`config.mk`:
```
export PLATFORM = sky130hd
export DESIGN_NAME = tsp_smbus_port
export DESIGN_NICKNAME = d
export VERILOG_FILES = /design/src/tsp_smbus_port.v /design/src/tsp_pair_buf.v
export VERILOG_INCLUDE_DIRS = /design/src
export SDC_FILE = /design/constraint.sdc
export NUM_CORES = 1
export LEC_CHECK = 0
export ABC_AREA = 1
export BUFFER_PORTS_ARGS = -buffer_cell sky130_fd_sc_hd__buf_2
export CAP_MARGIN = 20
export CORE_UTILIZATION = 40
export DETAILED_ROUTE_END_ITERATION = 6
export SLEW_MARGIN = 25
export SYNTH_ARGS = -nofsm -noshare
export SYNTH_HDL_FRONTEND = slang
export SYNTH_SLANG_ARGS = --single-unit
```
`constraint.sdc`:
```
create_clock -name sys_clk -period 2.25 [get_ports sys_clk]
set_input_delay 0.45 -clock sys_clk [delete_from_list [all_inputs] [get_ports sys_clk]]
set_output_delay 0.45 -clock sys_clk [all_outputs]
set_load 0.02 [all_outputs]
```
`src/tsp_regs.vh`:
```
/*
 * Constants for the two-wire sensor slave port: bus addresses, configuration
 * register layout, timing figures and the frame check polynomial.
 * Assumes it is included by bare name from the design files of this block.
 */
`ifndef TSP_REGS_VH
`define TSP_REGS_VH

// ----------------------------------------------------------------------------
// Bus addresses
// ----------------------------------------------------------------------------
`define TSP_DEV_ADDR        7'h4C
`define TSP_ALERT_RESP_ADDR 7'h0C

// ----------------------------------------------------------------------------
// Configuration register (timeout enables) at index 0x22
// ----------------------------------------------------------------------------
`define TSP_CFG_INDEX       8'h22
`define TSP_CFG_RESET       8'h01
`define TSP_CFG_CLK_TO_BIT  7
`define TSP_CFG_DAT_TO_BIT  6

// ----------------------------------------------------------------------------
// Timing
// ----------------------------------------------------------------------------
`define TSP_TIMEOUT_MS      25
`define TSP_CLK_KHZ         40000
`define TSP_TO_WIDTH        21

// ----------------------------------------------------------------------------
// Frame check: x^8 + x^2 + x + 1, zero seed
// ----------------------------------------------------------------------------
`define TSP_CRC_POLY        8'h07
`define TSP_CRC_SEED        8'h00

// ----------------------------------------------------------------------------
// Byte framing
// ----------------------------------------------------------------------------
`define TSP_LAST_BIT        3'h7
`define TSP_WBYTE_PTR       2'h0
`define TSP_WBYTE_DATA      2'h1
`define TSP_WBYTE_EXTRA     2'h2
`define TSP_BUF_WIDTH       16

`endif

```
`src/tsp_smbus_port.v`:
```
/*
 * Two-wire slave port of a temperature monitor: start and stop detection,
 * address match, index pointer, register write hand-off, register read,
 * optional frame check byte, inactivity timeouts and the alarm output with
 * alert response.
 * Assumes the clock and data lines arrive as raw pin levels from another
 * domain, and that the register file beside it runs on sys_clk.
 */
`timescale 1ns/100ps
`include "tsp_regs.vh"

module tsp_smbus_port #(
    parameter TIMEOUT_CYCLES = `TSP_TIMEOUT_MS * `TSP_CLK_KHZ
) (
    sys_clk,
    rst,
    scl_in,
    serial_data_line_in,
    serial_data_line_out,
    serial_data_line_oe,
    alarm_out,
    alarm_oe,
    alarm_cause,
    status_flags_clear,
    reg_index,
    reg_rd_data,
    wr_valid,
    wr_ready,
    wr_index,
    wr_data,
    cfg_value
);
    input  wire        sys_clk;
    input  wire        rst;
    input  wire        scl_in;
    input  wire        serial_data_line_in;
    output wire        serial_data_line_out;
    output wire        serial_data_line_oe;
    output wire        alarm_out;
    output wire        alarm_oe;
    input  wire        alarm_cause;
    input  wire        status_flags_clear;
    output wire [7:0]  reg_index;
    input  wire [7:0]  reg_rd_data;
    output wire        wr_valid;
    input  wire        wr_ready;
    output wire [7:0]  wr_index;
    output wire [7:0]  wr_data;
    output wire [7:0]  cfg_value;

    // ------------------------------------------------------------------------
    // States
    // ------------------------------------------------------------------------
    localparam [2:0] ST_IDLE = 3'h0;
    localparam [2:0] ST_ADDR = 3'h1;
    localparam [2:0] ST_ACK  = 3'h2;
    localparam [2:0] ST_WRX  = 3'h3;
    localparam [2:0] ST_TX   = 3'h4;
    localparam [2:0] ST_MACK = 3'h5;

    localparam [`TSP_TO_WIDTH-1:0] TO_LIMIT = TIMEOUT_CYCLES[`TSP_TO_WIDTH-1:0];

    // ------------------------------------------------------------------------
    // Pin synchronisers and line events
    // ------------------------------------------------------------------------
    reg  [2:0] scl_sync_reg;
    reg  [2:0] sda_sync_reg;
    wire       scl;
    wire       sda;
    wire       scl_rise;
    wire       scl_fall;
    wire       start_ev;
    wire       stop_ev;

    always @(posedge sys_clk) begin
        if (rst) begin
            scl_sync_reg <= 3'h7;
            sda_sync_reg <= 3'h7;
        end else begin
            scl_sync_reg <= {scl_sync_reg[1:0], scl_in};
            sda_sync_reg <= {sda_sync_reg[1:0], serial_data_line_in};
        end
    end

    // Bit 0 is the first synchroniser stage and is only read by bit 1.
    assign scl      = scl_sync_reg[1];
    assign sda      = sda_sync_reg[1];
    assign scl_rise = scl & ~scl_sync_reg[2];
    assign scl_fall = ~scl & scl_sync_reg[2];
    assign start_ev = scl & scl_sync_reg[2] & ~sda & sda_sync_reg[2];
    assign stop_ev  = scl & scl_sync_reg[2] & sda & ~sda_sync_reg[2];

    // ------------------------------------------------------------------------
    // Registers
    // ------------------------------------------------------------------------
    reg  [2:0]                state_reg;
    reg  [2:0]                state_next;
    reg  [7:0]                shift_reg;
    reg  [2:0]                bit_cnt_reg;
    reg                       byte_done_reg;
    reg                       rw_reg;
    reg                       ara_reg;
    reg  [1:0]                wbyte_reg;
    reg                       pec_sent_reg;
    reg  [7:0]                ptr_reg;
    reg  [7:0]                cfg_reg;
    reg  [7:0]                crc_reg;
    reg  [7:0]                crc_keep_reg;
    reg                       sda_oe_reg;
    reg                       sda_out_reg;
    reg                       alarm_reg;
    reg                       alarm_out_reg;
    reg                       ara_done_reg;
    reg  [`TSP_TO_WIDTH-1:0]  idle_cnt_reg;
    reg                       push_reg;
    reg  [15:0]               push_data_reg;
    wire                      buf_in_ready;
    wire                      timeout;
    wire                      crc_fb;
    wire [7:0]                crc_step;
    wire [7:0]                tx_byte;
    wire                      addr_hit;
    wire                      ara_hit;

    // ------------------------------------------------------------------------
    // Inactivity timeout
    // ------------------------------------------------------------------------
    // The counter runs while a stuck-low line is watched; any edge clears it.
    // Both enables reset to zero, so no timeout can fire until software asks.
    wire watch_low = (~scl & cfg_reg[`TSP_CFG_CLK_TO_BIT])
                   | (~sda & cfg_reg[`TSP_CFG_DAT_TO_BIT]);
    wire line_edge = (scl ^ scl_sync_reg[2]) | (sda ^ sda_sync_reg[2]);

    always @(posedge sys_clk) begin
        if (rst) begin
            idle_cnt_reg <= {`TSP_TO_WIDTH{1'b0}};
        end else if (line_edge | ~watch_low | (state_reg == ST_IDLE)) begin
            idle_cnt_reg <= {`TSP_TO_WIDTH{1'b0}};
        end else if (idle_cnt_reg != TO_LIMIT) begin
            idle_cnt_reg <= idle_cnt_reg + {{(`TSP_TO_WIDTH-1){1'b0}}, 1'b1};
        end
    end

    assign timeout = (idle_cnt_reg == TO_LIMIT);

    // ------------------------------------------------------------------------
    // Address decode and transmit byte
    // ------------------------------------------------------------------------
    assign addr_hit = (shift_reg[7:1] == `TSP_DEV_ADDR);
    assign ara_hit  = (shift_reg[7:1] == `TSP_ALERT_RESP_ADDR) & shift_reg[0] & alarm_reg;
    assign tx_byte  = pec_sent_reg ? crc_reg
                    : ara_reg ? {`TSP_DEV_ADDR, 1'b1}
                    : (ptr_reg == `TSP_CFG_INDEX) ? cfg_reg : reg_rd_data;
    assign crc_fb   = crc_reg[7] ^ sda;
    assign crc_step = {crc_reg[6:0], 1'b0} ^ (crc_fb ? `TSP_CRC_POLY : 8'h00);

    // ------------------------------------------------------------------------
    // Bus state machine
    // ------------------------------------------------------------------------
    // The port has no low-power gating of its own, so it keeps answering
    // while the rest of the device sits in standby.
    always @* begin
        state_next = state_reg;
        case (state_reg)
            ST_IDLE: begin
                state_next = ST_IDLE;
            end
            ST_ADDR: begin
                if (scl_fall & byte_done_reg) begin
                    if (addr_hit | ara_hit) begin
                        state_next = ST_ACK;
                    end else begin
                        state_next = ST_IDLE;
                    end
                end
            end
            ST_WRX: begin
                if (scl_fall & byte_done_reg) begin
                    if (wbyte_reg != `TSP_WBYTE_DATA || buf_in_ready) begin
                        state_next = ST_ACK;
                    end else begin
                        state_next = ST_IDLE;
                    end
                end
            end
            ST_ACK: begin
                if (scl_fall) begin
                    state_next = rw_reg ? ST_TX : ST_WRX;
                end
            end
            ST_TX: begin
                if (scl_rise & ~sda & ~sda_oe_reg) begin
                    state_next = ST_IDLE;
                end else if (scl_fall & byte_done_reg) begin
                    state_next = ST_MACK;
                end
            end
            ST_MACK: begin
                if (scl_rise) begin
                    // A further acknowledged byte after the data is the check byte.
                    state_next = (~sda & ~pec_sent_reg) ? ST_TX : ST_IDLE;
                end
            end
            default: begin
                state_next = ST_IDLE;
            end
        endcase
        if (start_ev) begin
            state_next = ST_ADDR;
        end else if (stop_ev | timeout) begin
            state_next = ST_IDLE;
        end
    end

    always @(posedge sys_clk) begin
        if (rst) begin
            state_reg <= ST_IDLE;
        end else begin
            state_reg <= state_next;
        end
    end

    // ------------------------------------------------------------------------
    // Bit shifting, checksum and data line drive
    // ------------------------------------------------------------------------
    always @(posedge sys_clk) begin
        if (rst) begin
            shift_reg     <= 8'h00;
            bit_cnt_reg   <= 3'h0;
            byte_done_reg <= 1'b0;
            rw_reg        <= 1'b0;
            ara_reg       <= 1'b0;
            wbyte_reg     <= `TSP_WBYTE_PTR;
            pec_sent_reg  <= 1'b0;
            crc_reg       <= `TSP_CRC_SEED;
            crc_keep_reg  <= `TSP_CRC_SEED;
            sda_oe_reg    <= 1'b0;
            sda_out_reg   <= 1'b0;
            ara_done_reg  <= 1'b0;
        end else begin
            ara_done_reg <= 1'b0;
            if (start_ev) begin
                // A repeated start goes back to the checksum of the last whole byte,
                // since the clock rise just before it was shifted but is no data.
                if (state_reg == ST_IDLE) begin
                    crc_reg      <= `TSP_CRC_SEED;
                    crc_keep_reg <= `TSP_CRC_SEED;
                end else begin
                    crc_reg <= crc_keep_reg;
                end
                bit_cnt_reg   <= 3'h0;
                byte_done_reg <= 1'b0;
                wbyte_reg     <= `TSP_WBYTE_PTR;
                pec_sent_reg  <= 1'b0;
                ara_reg       <= 1'b0;
                sda_oe_reg    <= 1'b0;
            end else if (state_next == ST_IDLE) begin
                sda_oe_reg    <= 1'b0;
                byte_done_reg <= 1'b0;
                bit_cnt_reg   <= 3'h0;
            end else if (scl_rise & (state_reg != ST_ACK) & (state_reg != ST_MACK)) begin
                shift_reg   <= {shift_reg[6:0], sda};
                bit_cnt_reg <= bit_cnt_reg + 3'h1;
                if (bit_cnt_reg == `TSP_LAST_BIT) begin
                    byte_done_reg <= 1'b1;
                    crc_keep_reg  <= crc_step;
                end
                crc_reg <= crc_step;
            end else if (scl_fall) begin
                case (state_next)
                    ST_ACK: begin
                        byte_done_reg <= 1'b0;
                        sda_oe_reg    <= 1'b1;
                        if (state_reg == ST_ADDR) begin
                            rw_reg  <= shift_reg[0];
                            ara_reg <= ~addr_hit;
                        end else if (wbyte_reg != `TSP_WBYTE_EXTRA) begin
                            wbyte_reg <= wbyte_reg + 2'h1;
                        end
                    end
                    ST_TX: begin
                        // Each bit is put out just after the clock falls.
                        if (state_reg == ST_TX) begin
                            sda_oe_reg <= ~shift_reg[7];
                        end else begin
                            shift_reg  <= tx_byte;
                            sda_oe_reg <= ~tx_byte[7];
                        end
                    end
                    ST_MACK: begin
                        sda_oe_reg    <= 1'b0;
                        byte_done_reg <= 1'b0;
                        ara_done_reg  <= ara_reg & ~pec_sent_reg;
                    end
                    default: begin
                        sda_oe_reg <= 1'b0;
                    end
                endcase
            end
            if ((state_reg == ST_MACK) & (state_next == ST_TX)) begin
                // Loaded on the rise, as the first check bit goes out at the next fall.
                shift_reg    <= crc_reg;
                pec_sent_reg <= 1'b1;
                bit_cnt_reg  <= 3'h0;
            end
        end
    end

    // ------------------------------------------------------------------------
    // Index pointer, configuration and register write hand-off
    // ------------------------------------------------------------------------
    wire wr_byte_ack = (state_reg == ST_WRX) & (state_next == ST_ACK);

    always @(posedge sys_clk) begin
        if (rst) begin
            ptr_reg       <= 8'h00;
            cfg_reg       <= `TSP_CFG_RESET;
            push_reg      <= 1'b0;
            push_data_reg <= 16'h0000;
        end else begin
            if (push_reg & buf_in_ready) begin
                push_reg <= 1'b0;
            end
            if (wr_byte_ack & (wbyte_reg == `TSP_WBYTE_PTR)) begin
                ptr_reg <= shift_reg;
            end
            if (wr_byte_ack & (wbyte_reg == `TSP_WBYTE_DATA)) begin
                push_reg      <= 1'b1;
                push_data_reg <= {ptr_reg, shift_reg};
                if (ptr_reg == `TSP_CFG_INDEX) begin
                    cfg_reg <= shift_reg;
                end
            end
        end
    end

    // A full buffer refuses the data byte with a not-acknowledge rather than
    // dropping it, so the master sees the loss and can retry.
    tsp_pair_buf u_buf (
        .sys_clk   (sys_clk),
        .rst       (rst),
        .in_valid  (push_reg),
        .in_ready  (buf_in_ready),
        .in_data   (push_data_reg),
        .out_valid (wr_valid),
        .out_ready (wr_ready),
        .out_data  ({wr_index, wr_data})
    );

    // ------------------------------------------------------------------------
    // Alarm output
    // ------------------------------------------------------------------------
    // A new cause in the release cycle wins, so no alarm is lost.
    always @(posedge sys_clk) begin
        if (rst) begin
            alarm_reg     <= 1'b0;
            alarm_out_reg <= 1'b0;
        end else begin
            alarm_out_reg <= 1'b0;
            if (alarm_cause) begin
                alarm_reg <= 1'b1;
            end else if (ara_done_reg & status_flags_clear) begin
                alarm_reg <= 1'b0;
            end
        end
    end

    assign alarm_out            = alarm_out_reg;
    assign alarm_oe             = alarm_reg;
    assign serial_data_line_out = sda_out_reg;
    assign serial_data_line_oe  = sda_oe_reg;
    assign reg_index            = ptr_reg;
    assign cfg_value            = cfg_reg;

endmodule

```
`src/tsp_pair_buf.v`:
```
/*
 * Two-entry buffer between the serial port and the register file, carrying
 * one register write (index and data) per entry.
 * Assumes one clock and a synchronous active-high reset shared with the port.
 */
`timescale 1ns/100ps
`include "tsp_regs.vh"

module tsp_pair_buf (
    sys_clk,
    rst,
    in_valid,
    in_ready,
    in_data,
    out_valid,
    out_ready,
    out_data
);
    input  wire                       sys_clk;
    input  wire                       rst;
    input  wire                       in_valid;
    output wire                       in_ready;
    input  wire [`TSP_BUF_WIDTH-1:0]  in_data;
    output wire                       out_valid;
    input  wire                       out_ready;
    output wire [`TSP_BUF_WIDTH-1:0]  out_data;

    reg  [`TSP_BUF_WIDTH-1:0] mem_reg [0:1];
    reg                       wr_ptr_reg;
    reg                       rd_ptr_reg;
    reg  [1:0]                count_reg;
    wire                      push;
    wire                      pop;

    assign in_ready  = (count_reg != 2'h2);
    assign out_valid = (count_reg != 2'h0);
    assign out_data  = mem_reg[rd_ptr_reg];
    assign push      = in_valid & in_ready;
    assign pop       = out_valid & out_ready;

    always @(posedge sys_clk) begin
        if (rst) begin
            wr_ptr_reg <= 1'b0;
            rd_ptr_reg <= 1'b0;
            count_reg  <= 2'h0;
        end else begin
            if (push) begin
                wr_ptr_reg <= ~wr_ptr_reg;
            end
            if (pop) begin
                rd_ptr_reg <= ~rd_ptr_reg;
            end
            if (push & ~pop) begin
                count_reg <= count_reg + 2'h1;
            end else if (pop & ~push) begin
                count_reg <= count_reg - 2'h1;
            end
        end
    end

    // Storage needs no reset; only the pointers and count say what is valid.
    always @(posedge sys_clk) begin
        if (push) begin
            mem_reg[wr_ptr_reg] <= in_data;
        end
    end

endmodule

```
# After elaboration in Yosys (flattened, before gate mapping)
# Memory sizes are Yosys's and may differ from the RTL's. A register that Yosys moved wholly into a read port is not among the register bits.
# Index checks and enable logic that the tools add are counted.
# totals
ff_bits,103
ram_bits,32
in_bits,15
output_inout_bits,37
wordCells,191
mem_count,1
# classes
addsub,5
eq_ne,25
mux,50
bitwise,57
reduce_logical,30
# memory_table
name,words,word_bits,rd,rd_ports_with_merged_regs,wr,line,rtl
u_buf.mem_reg,2,16,1,1,1,tsp_pair_buf.v:28,reg [`TSP_BUF_WIDTH-1:0] mem_reg [0:1];
# op_table
operator,n
8-bit 2-to-1 mux,18
3-bit 2-to-1 mux,11
1-bit AND,27
"21-bit by 1-bit adder with 21-bit output, second input constant",1
"21-bit by 20-bit == test with 1-bit output, second input constant",1
"21-bit by 20-bit != test with 1-bit output, second input constant",1
1-bit NOT,20
2-bit nonzero test,9
"3-bit == test, second input constant",5
1-bit 2-to-1 mux,15
3-bit case mux with 5 select lines,1
6-bit AND reduction,2
5-bit AND reduction,2
"3-bit by 2-bit == test with 1-bit output, second input constant",3
"8-bit by 6-bit == test with 1-bit output, second input constant",1
2-bit 2-to-1 mux,4
"2-bit by 1-bit != test with 1-bit output, second input constant",4
8-bit by 3-bit XOR with 8-bit output,1
"7-bit by 4-bit == test with 1-bit output, second input constant",1
"7-bit == test, second input constant",1
3-bit zero test,2
"2-bit != test, second input constant",3
"3-bit by 2-bit != test with 1-bit output, second input constant",2
1-bit OR,6
17 further kinds,26

# Depth between registers and ports, before layout
# Gate-level depths: netlist of run 1.
# depth
ltp_word,16
depth_mapped,17
depth_no_buf,16

# By module
# A second synthesis of run 1 with hierarchy kept.
# unflattened
cells_unflattened,826
hier_area_um2,6427.4
# modules_own_cells
mod,instances,cells_per_inst,area_each_um2,seq_area_each_um2
tsp_smbus_port,1,739,4978.5,1981.9
tsp_pair_buf,1,87,1448.9,1061.0

# Worst setup path after synthesis of run 1
# No wires, ideal clock.
# synth_path
path_type,register to register
start,register scl_sync_reg[1]
end,register push_data_reg[10]
setup_ns,0.113
arrival_ns,1.901
required_ns,2.137
slack_ns,0.236
path_stages_with_launch,16
path_buffers,1
cell_sequence,dfxtp_1 > inv_1 > ha_1 > nand2_1 > nor2_1 > nand2_1 > nand3_2 > nor2_2 > nand2_1 > nor2_4 > nand3_4 > nor2_8 > nand2_4 > buf_2 > o21ai_1 > nor2_1
# synth_between
elab_chain_cells,11
elab_cells_between_ends,24
# synth_lines
item,line,rtl
"start, declared",tsp_smbus_port.v:66,reg [2:0] scl_sync_reg;
"start signal, assigned",tsp_smbus_port.v:80,"scl_sync_reg <= {scl_sync_reg[1:0], scl_in};"
1-bit NOT,tsp_smbus_port.v:89,assign scl_fall = ~scl & scl_sync_reg[2];
1-bit AND,tsp_smbus_port.v:89,
1-bit AND,"tsp_smbus_port.v:169, tsp_smbus_port.v:178, tsp_smbus_port.v:194",
3-bit 2-to-1 mux,tsp_smbus_port.v:194,end else if (scl_fall & byte_done_reg) begin
3-bit 2-to-1 mux,tsp_smbus_port.v:192,if (scl_rise & ~sda & ~sda_oe_reg) begin
3-bit case mux with 5 select lines,tsp_smbus_port.v:164,case (state_reg)
3-bit 2-to-1 mux,tsp_smbus_port.v:210,end else if (stop_ev | timeout) begin
3-bit 2-to-1 mux (*),tsp_smbus_port.v:208,if (start_ev) begin
3-bit by 2-bit == test with 1-bit output (*),tsp_smbus_port.v:312,wire wr_byte_ack = (state_reg == ST_WRX) & (state_next == ST_ACK);
1-bit AND (*),tsp_smbus_port.v:312,
1-bit AND (*),tsp_smbus_port.v:327,if (wr_byte_ack & (wbyte_reg == `TSP_WBYTE_DATA)) begin
"end signal, assigned",tsp_smbus_port.v:329,"push_data_reg <= {ptr_reg, shift_reg};"
"end, declared",tsp_smbus_port.v:116,reg [15:0] push_data_reg;
# Every way passes the cells marked *; elsewhere a longest branch is shown, timed or not.
# A chain may end at the register's enable or synchronous reset.

# Worst setup path in the final report of run 1
# layout_path
start,register scl_sync_reg[1]
end,"register ptr_reg[5], in the netlist reg_index[5]"
# layout_between
elab_chain_cells,11
elab_cells_between_ends,24
# layout_lines
item,line,rtl
1-bit NOT,tsp_smbus_port.v:89,
1-bit AND,tsp_smbus_port.v:89,
1-bit AND,"tsp_smbus_port.v:169, tsp_smbus_port.v:178, tsp_smbus_port.v:194",
3-bit 2-to-1 mux,tsp_smbus_port.v:194,
3-bit 2-to-1 mux,tsp_smbus_port.v:192,
3-bit case mux with 5 select lines,tsp_smbus_port.v:164,
3-bit 2-to-1 mux,tsp_smbus_port.v:210,
3-bit 2-to-1 mux (*),tsp_smbus_port.v:208,
3-bit by 2-bit == test with 1-bit output (*),tsp_smbus_port.v:312,
1-bit AND (*),tsp_smbus_port.v:312,
1-bit AND (*),tsp_smbus_port.v:324,if (wr_byte_ack & (wbyte_reg == `TSP_WBYTE_PTR)) begin
"end signal, assigned",tsp_smbus_port.v:325,ptr_reg <= shift_reg;
"end, declared",tsp_smbus_port.v:105,reg [7:0] ptr_reg;
# Marked as above.

==> reports/qor.csv, run 1 <==
metric,value,unit
Worst Path Buf+Inv,1,
Detailed Place HPWL,10300,um
Synth Warn #,0,
NetSw,0.00127,W
Global Route Usage Sum,0.184,
Sinks on Clock Net,136,
f_max,482,MHz
final setup fails,0,
"commonest non-fill, non-tap cell in the layout",nand2_1,
power share of the sequential group,0.467,
DRT Wirelength,14100,um
FF-to-FF Start,scl_sync_reg[1],
Hold Path Sink,sda_sync_reg[0],
DR WL/cell,12.7,um
max-slew violations,0,
Final Power,0.00540,W
boundary pin count,52,
Crit path required time,2.56,ns
cell-internal power,0.00413,W
Hold WC Path Type,in2reg,
sequential element share of the synthesized area,0.486,
Pwr Density,715,nW/um2
RSZ-0062 raised after global routing,yes,
CTS Hold Bufs,0,
number of cells produced by synthesis,804,
Port Buf Inserts,49,
CP max stage cell,dfxtp_1,
Yosys reg bits,136,
layout cells sized above 1,0.199,
Final #Nets,911,
n_diodes,0,
P&R area growth vs syn,20.6,%
dpl cell area,6880,um2
GP Congestion,0.897,
largest net degree at the start of global routing,44,
Max Cap Viol,0,
first-pass GRT wire length,23200,um
worst hold path depth,2,
fillers,1494,
clk_skew,0.00651,ns
Worst Setup End Kind,flip-flop,
critical path peak fanout,9,
crit-path leading delay family,simple AND/OR/NAND/NOR gates,
clk root buf,clkbuf_16,
1st-iter DRT viols,224,
finished layout cell area,7550,um2
post-layout min period,2.07,ns
clock buffer count from CTS,17,
vias in the first global route,4732,
Sw Ratio,0.234,
WS Path Type,reg2reg,
CP Launch Type,flip-flop,
clk slew on worst S/H paths,0.06,ns
H-tree depth,4,
register-to-register setup slack,0.18,ns
TritonCTS clock tree,built,
Vias,5275,
Comb power frac,0.052,
Max clock buf depth,2,
GRT overflow,0,
clk_lat worst skew,0.42,ns
crit path launch,scl_sync_reg[1],
CORE AREA,15300,um2
Initial Utilization,0.410,
final worst path period share,0.922,
worst IR drop on VDD,0.000486,V
Cell variety after synth,41,
Die H,127,um
via/cell ratio,4.76,
Leak,3.07,nW
"Hold Violations, Final",0,
worst r2r dst,reg_index[5],
DRC,0,
antenna violations before repair,0,
"Arr. time, crit path",2.39,ns
Final ANT Viol Nets,0,
Worst Reg-to-Reg Cells,14,
status,finished clean,
max reg flops,32,
Worst path max stage delay,0.34,ns
CP cell instances,inv_1 -> ha_4 -> nand2_2 -> nor2_1 -> nand2_1 -> nand3_2 -> nor2_2 -> nand2_1 -> nor2_4 -> nand3_4 -> nor2_8 -> nand2_2 -> o21ai_0 -> nor2_1,
chip width,127,um
Hold Crit Start,serial_data_line_in,
# rows,45,
clock network power share,0.481,
DIE AREA,16200,um2
Post-Syn Area,6260,um2
Worst path depth,14,
most frequent cells in the layout,"nand2_1 (162), nor2_1 (133), dfxtp_1 (104)",
syn avg cell area,7.79,um2
first drt pass iteration count,4,
synth_stat cells (all sizes together):
library cell    n  area, um2
clkbuf          8       30.0
inv            94        353
nand2         172        681
xor2            3       26.3
o22ai           4       25.0
a211oi          1       7.51
nand4          13       81.3
buf            12       68.8
dfxtp         104       2080
o211ai          6       45.0
o211a           1       10.0
conb            1       3.75
ha             11        138
a21boi          1       7.51
a221oi          1       8.76
a31oi           2       12.5
nand3          37        225
a21oi          42        210
clkinv          4       16.3
nor3           17       95.1
nor2          143        581
nor3b           1       7.51
edfxtp         32        961
or2             8       50.1
xnor2           1       8.76
o21ai          69        345
mux2           16        180
how the worst max path moves through the flow:
| stage | to | slack, ns |
|---|---|---|
| floorplan | push_data_reg[10] | 0.24 |
| global placement | push_data_reg[0] | 0.06 |
| detailed placement | push_data_reg[0] | -0.02 |
| CTS | shift_reg[6] | 0.02 |
| global route | cfg_value[6] | -0.04 |
| finish | reg_index[5] | 0.18 |
what timing repair did:
| action | in CTS | in global routing |
|---|---|---|
| gates resized for setup | 1 | 21 |
| endpoints found under the hold margin | 0 | 0 |
| endpoints found under the setup margin | 7 | 66 |
| buffers inserted | 0 | 4 |
| pin swaps | 0 | 1 |
routing by layer:
| metal | vias up | share of wire | global-route usage |
|---|---|---|---|
| met5 | - | 0 | 0 |
| met4 | 0 | 0.015 | 0.0749 |
| met3 | 16 | 0.033 | 0.0410 |
| met2 | 97 | 0.45 | 0.291 |
| met1 | 2381 | 0.50 | 0.243 |
| li1 | 2781 | - | - |
power by group through the flow:
stage | registers (W) | logic [W] | clock network, W
after floorplan | 0.00257 | 0.000197 | 0
after global placement | 0.00257 | 0.000278 | 0
after detailed placement | 0.00257 | 0.000277 | 0
after CTS | 0.00252 | 0.000279 | 0.00265
after global routing | 0.00252 | 0.000317 | 0.00275
final | 0.00252 | 0.000283 | 0.00259
through the flow:
step	hold slack [ns]	util	worst slack, ns	cells	setup TNS [ns]
finish	0.205	0.495	0.176	1109	0
global route	0.208	0.495	-0.0355	1109	-0.386
CTS	0.193	0.488	0.0220	1105	0
detailed placement	0.393	0.451	-0.0233	1073	-0.0233
global placement	0.394	0.451	0.0577	1073	0
floorplan	0.389	-	0.236	805	0
worst reg2reg max path: cells and delay by family (launching register included):
family	cells	cell delay (ns)
AO/OA/AOI/OAI	1	0.20
adder cells (fa/ha/maj)	1	0.18
buffers and inverters	1	0.09
flip-flops	1	0.34
AND/OR/NAND/NOR	11	1.15
cell type report:
type	count	area [um2]	area share
sequential	136	3040	0.403
multi-input combinational	551	2820	0.373
timing repair buffer	81	485	0.0643
clock buffer	17	425	0.0563
inverter	98	385	0.0510
tap	211	264	0.0350
clock inverter	15	130	0.0172
cell families after synthesis:
| group | count (synthesis) | share of synthesized area |
|---|---|---|
| other | 1 | 0.000599 |
| and+or+nand+nor | 391 | 0.275 |
| AOI/OAI and AO/OA | 127 | 0.107 |
| buffers and inverters | 118 | 0.0748 |
| muxes | 16 | 0.0288 |
| DFF | 136 | 0.486 |
| xor gates and xnor gates | 4 | 0.00560 |
| adders and majority gates | 11 | 0.0220 |
No activity file was read; power rests on OpenSTA's default activity.
==> run 2: changes to the inputs <==
--- a/config.mk
+++ b/config.mk
@@ -7,10 +7,11 @@
 export NUM_CORES = 1
 export LEC_CHECK = 0
 export ABC_AREA = 1
-export BUFFER_PORTS_ARGS = -buffer_cell sky130_fd_sc_hd__buf_2
 export CAP_MARGIN = 20
 export CORE_UTILIZATION = 40
 export DETAILED_ROUTE_END_ITERATION = 6
+export DONT_BUFFER_PORTS = 1
+export MAX_ROUTING_LAYER = met4
 export SLEW_MARGIN = 25
 export SYNTH_ARGS = -nofsm -noshare
 export SYNTH_HDL_FRONTEND = slang
==> run 2 against run 1 <==
Effect of this change:
- hold slack worse by 0.10 ns
- total power is 5.0% higher
- highest routed layer unchanged
- die area stayed put
- clock power is 12% higher
==> reports/qor.csv, run 2 (synthesized netlist as in run 1, its figures left out) <==
metric,value,unit,change
DRC,0,,unchanged
Max clock buf depth,2,,unchanged
post-layout min period,2.11,ns,+0.0360 ns
Initial Utilization,0.410,,unchanged
Worst Setup End Kind,flip-flop,,
clk_lat worst skew,0.42,ns,about the same
clock network power share,0.513,,+0.032
CP max stage cell,dfxtp_2,,
Leak,2.98,nW,-3.0%
max reg flops,32,,unchanged
CP cell instances,inv_1 -> ha_4 -> nand2_4 -> nor3_2 -> nand3_1 -> nand2_1 -> nand2_1 -> nor2_4 -> nand3_4 -> nor2_8 -> buf_6 -> nand4_1 -> nand2_1 -> nor2_1,,
Hold Crit Start,rst,,
Port Buf Inserts,0,,-100%
Post-Place Setup Slack,-0.00602,ns,+0.0173 ns
hold slack,0.101,ns,-0.104 ns
n_diodes,0,,unchanged
Hold Path Sink,crc_keep_reg[0],,
1st-iter DRT viols,247,,+10%
FF-to-FF Start,scl_sync_reg[1],,
Global Route Usage Sum,0.188,,+0.00401
final setup fails,0,,unchanged
finished layout cell area,7470,um2,-1.0%
final worst path period share,0.938,,+0.0160
cell-internal power,0.00447,W,+8.2%
vias in the first global route,4623,,-2.3%
worst r2r dst,cfg_value[5],,
Worst Reg-to-Reg Cells,14,,unchanged
layout cells sized above 1,0.162,,-0.0373
Worst Path Buf+Inv,2,,+1
H-tree depth,4,,unchanged
Pwr Density,758,nW/um2,+6.1%
DIE AREA,16200,um2,unchanged
crit-path leading delay family,simple AND/OR/NAND/NOR gates,,
Sw Ratio,0.211,,-0.0231
Final #Nets,871,,-4.4%
dpl cell area,6710,um2,-2.5%
worst IR drop on VDD,0.000493,V,+1.5%
Final ANT Viol Nets,0,,unchanged
status,finished clean,,
Crit path required time,2.57,ns,about the same
Hold WC Path Type,in2reg,,
TritonCTS clock tree,built,,
DRT Wirelength,14200,um,+0.77%
Sinks on Clock Net,136,,unchanged
P&R area growth vs syn,19.4,%,
"Hold Violations, Final",0,,unchanged
Die H,127,um,unchanged
"Arr. time, crit path",2.43,ns,+0.04 ns
critical path peak fanout,6,,-3
# rows,45,,unchanged
GRT overflow,0,,unchanged
first-pass GRT wire length,22800,um,-1.5%
register-to-register setup slack,0.14,ns,-0.04 ns
Final Power,0.00567,W,+5.0%
CORE AREA,15300,um2,unchanged
CTS Hold Bufs,0,,unchanged
"Top cell by count, worst path",nand2_1,,
largest net degree at the start of global routing,43,,-2.3%
WS Path Type,reg2reg,,
Comb power frac,0.043,,-0.009
Worst path max stage delay,0.32,ns,-0.02 ns
GP Congestion,0.901,,+0.50%
f_max,474,MHz,-1.7%
clock buffer count from CTS,17,,unchanged
NetSw,0.00120,W,-5.4%
fin worst setup slack,0.140,ns,-0.0360 ns
clk root buf,clkbuf_16,,
DR WL/cell,13.3,um,+4.5%
total negative slack,0,ns,unchanged
Vias,5110,,-3.1%
max-slew violations,0,,unchanged
boundary pin count,52,,unchanged
worst hold path depth,1,,-1
CP Launch Type,flip-flop,,
antenna violations before repair,0,,unchanged
chip width,127,um,unchanged
power share of the sequential group,0.445,,-0.022
slew margin rel.,0.632,,
via/cell ratio,4.78,,+0.50%
clk_skew,0.00780,ns,+0.00129 ns
Detailed Place HPWL,10200,um,-0.91%
"commonest non-fill, non-tap cell in the layout",nand2_1,,
Tightest Pin Transition,0.549,ns,
Max Cap Viol,0,,unchanged
most frequent cells in the layout,"nand2_1 (162), nor2_1 (132), dfxtp_1 (103)",,
first drt pass iteration count,4,,unchanged
clk slew on worst S/H paths,0.06,ns,about the same
[run 2: layout make-up]
type | instances | area [um2]
Multi-Input combinational cell | 553 | 2870
Timing Repair Buffer | 39 | 297
Clock inverter | 13 | 175
Inverter | 98 | 385
Fill cell | 1501 | 7780
Clock buffer | 19 | 443
Tap cell | 211 | 264
Sequential cell | 136 | 3040
[run 2: per-stage QoR]
step / std cells / utilization
after floorplan: 805 / -
after CTS: 1066 / 0.481
final: 1069 / 0.490
after global routing: 1069 / 0.490
after detailed placement: 1034 / 0.440
after global placement: 1034 / 0.440
[run 2: worst reg2reg max path: cells and delay by family (launching register included)]
family / cells / cell delay (ns)
fa+ha+maj: 1 / 0.19
flops: 1 / 0.32
simple gates: 11 / 1.21
buf+inv: 2 / 0.28
[run 2: power by group through the flow]
stage / Combinational [W] / Sequential [W] / Clock, W
after CTS: 0.000238 / 0.00252 / 0.00296
after floorplan: 0.000197 / 0.00257 / 0
after global routing: 0.000272 / 0.00252 / 0.00307
final: 0.000242 / 0.00252 / 0.00290
after detailed placement: 0.000237 / 0.00257 / 0
after global placement: 0.000237 / 0.00257 / 0
[run 2: repair_timing]
action / in CTS / in global routing
pin swaps: 0 / 7
gates cloned: 0 / 2
endpoints found under the setup margin: 8 / 65
gates resized for setup: 2 / 33
buffers inserted: 0 / 1
[run 2: worst max path at each step]
stage,start,end,cells past startpoint
after floorplan,scl_sync_reg[1],push_data_reg[10],15
after CTS,scl_sync_reg[1],wbyte_reg[0],13
after global routing,scl_sync_reg[1],cfg_value[5],14
after detailed placement,scl_sync_reg[1],push_data_reg[0],15
after global placement,scl_sync_reg[1],shift_reg[3],16
final,scl_sync_reg[1],cfg_value[5],14
[run 2: routing by layer]
layer	up-vias	part of all wire	track usage
met5	-	0	-
met4	0	0.013	0.0714
met3	13	0.040	0.0406
met2	90	0.48	0.305
met1	2312	0.47	0.229
li1	2695	-	-
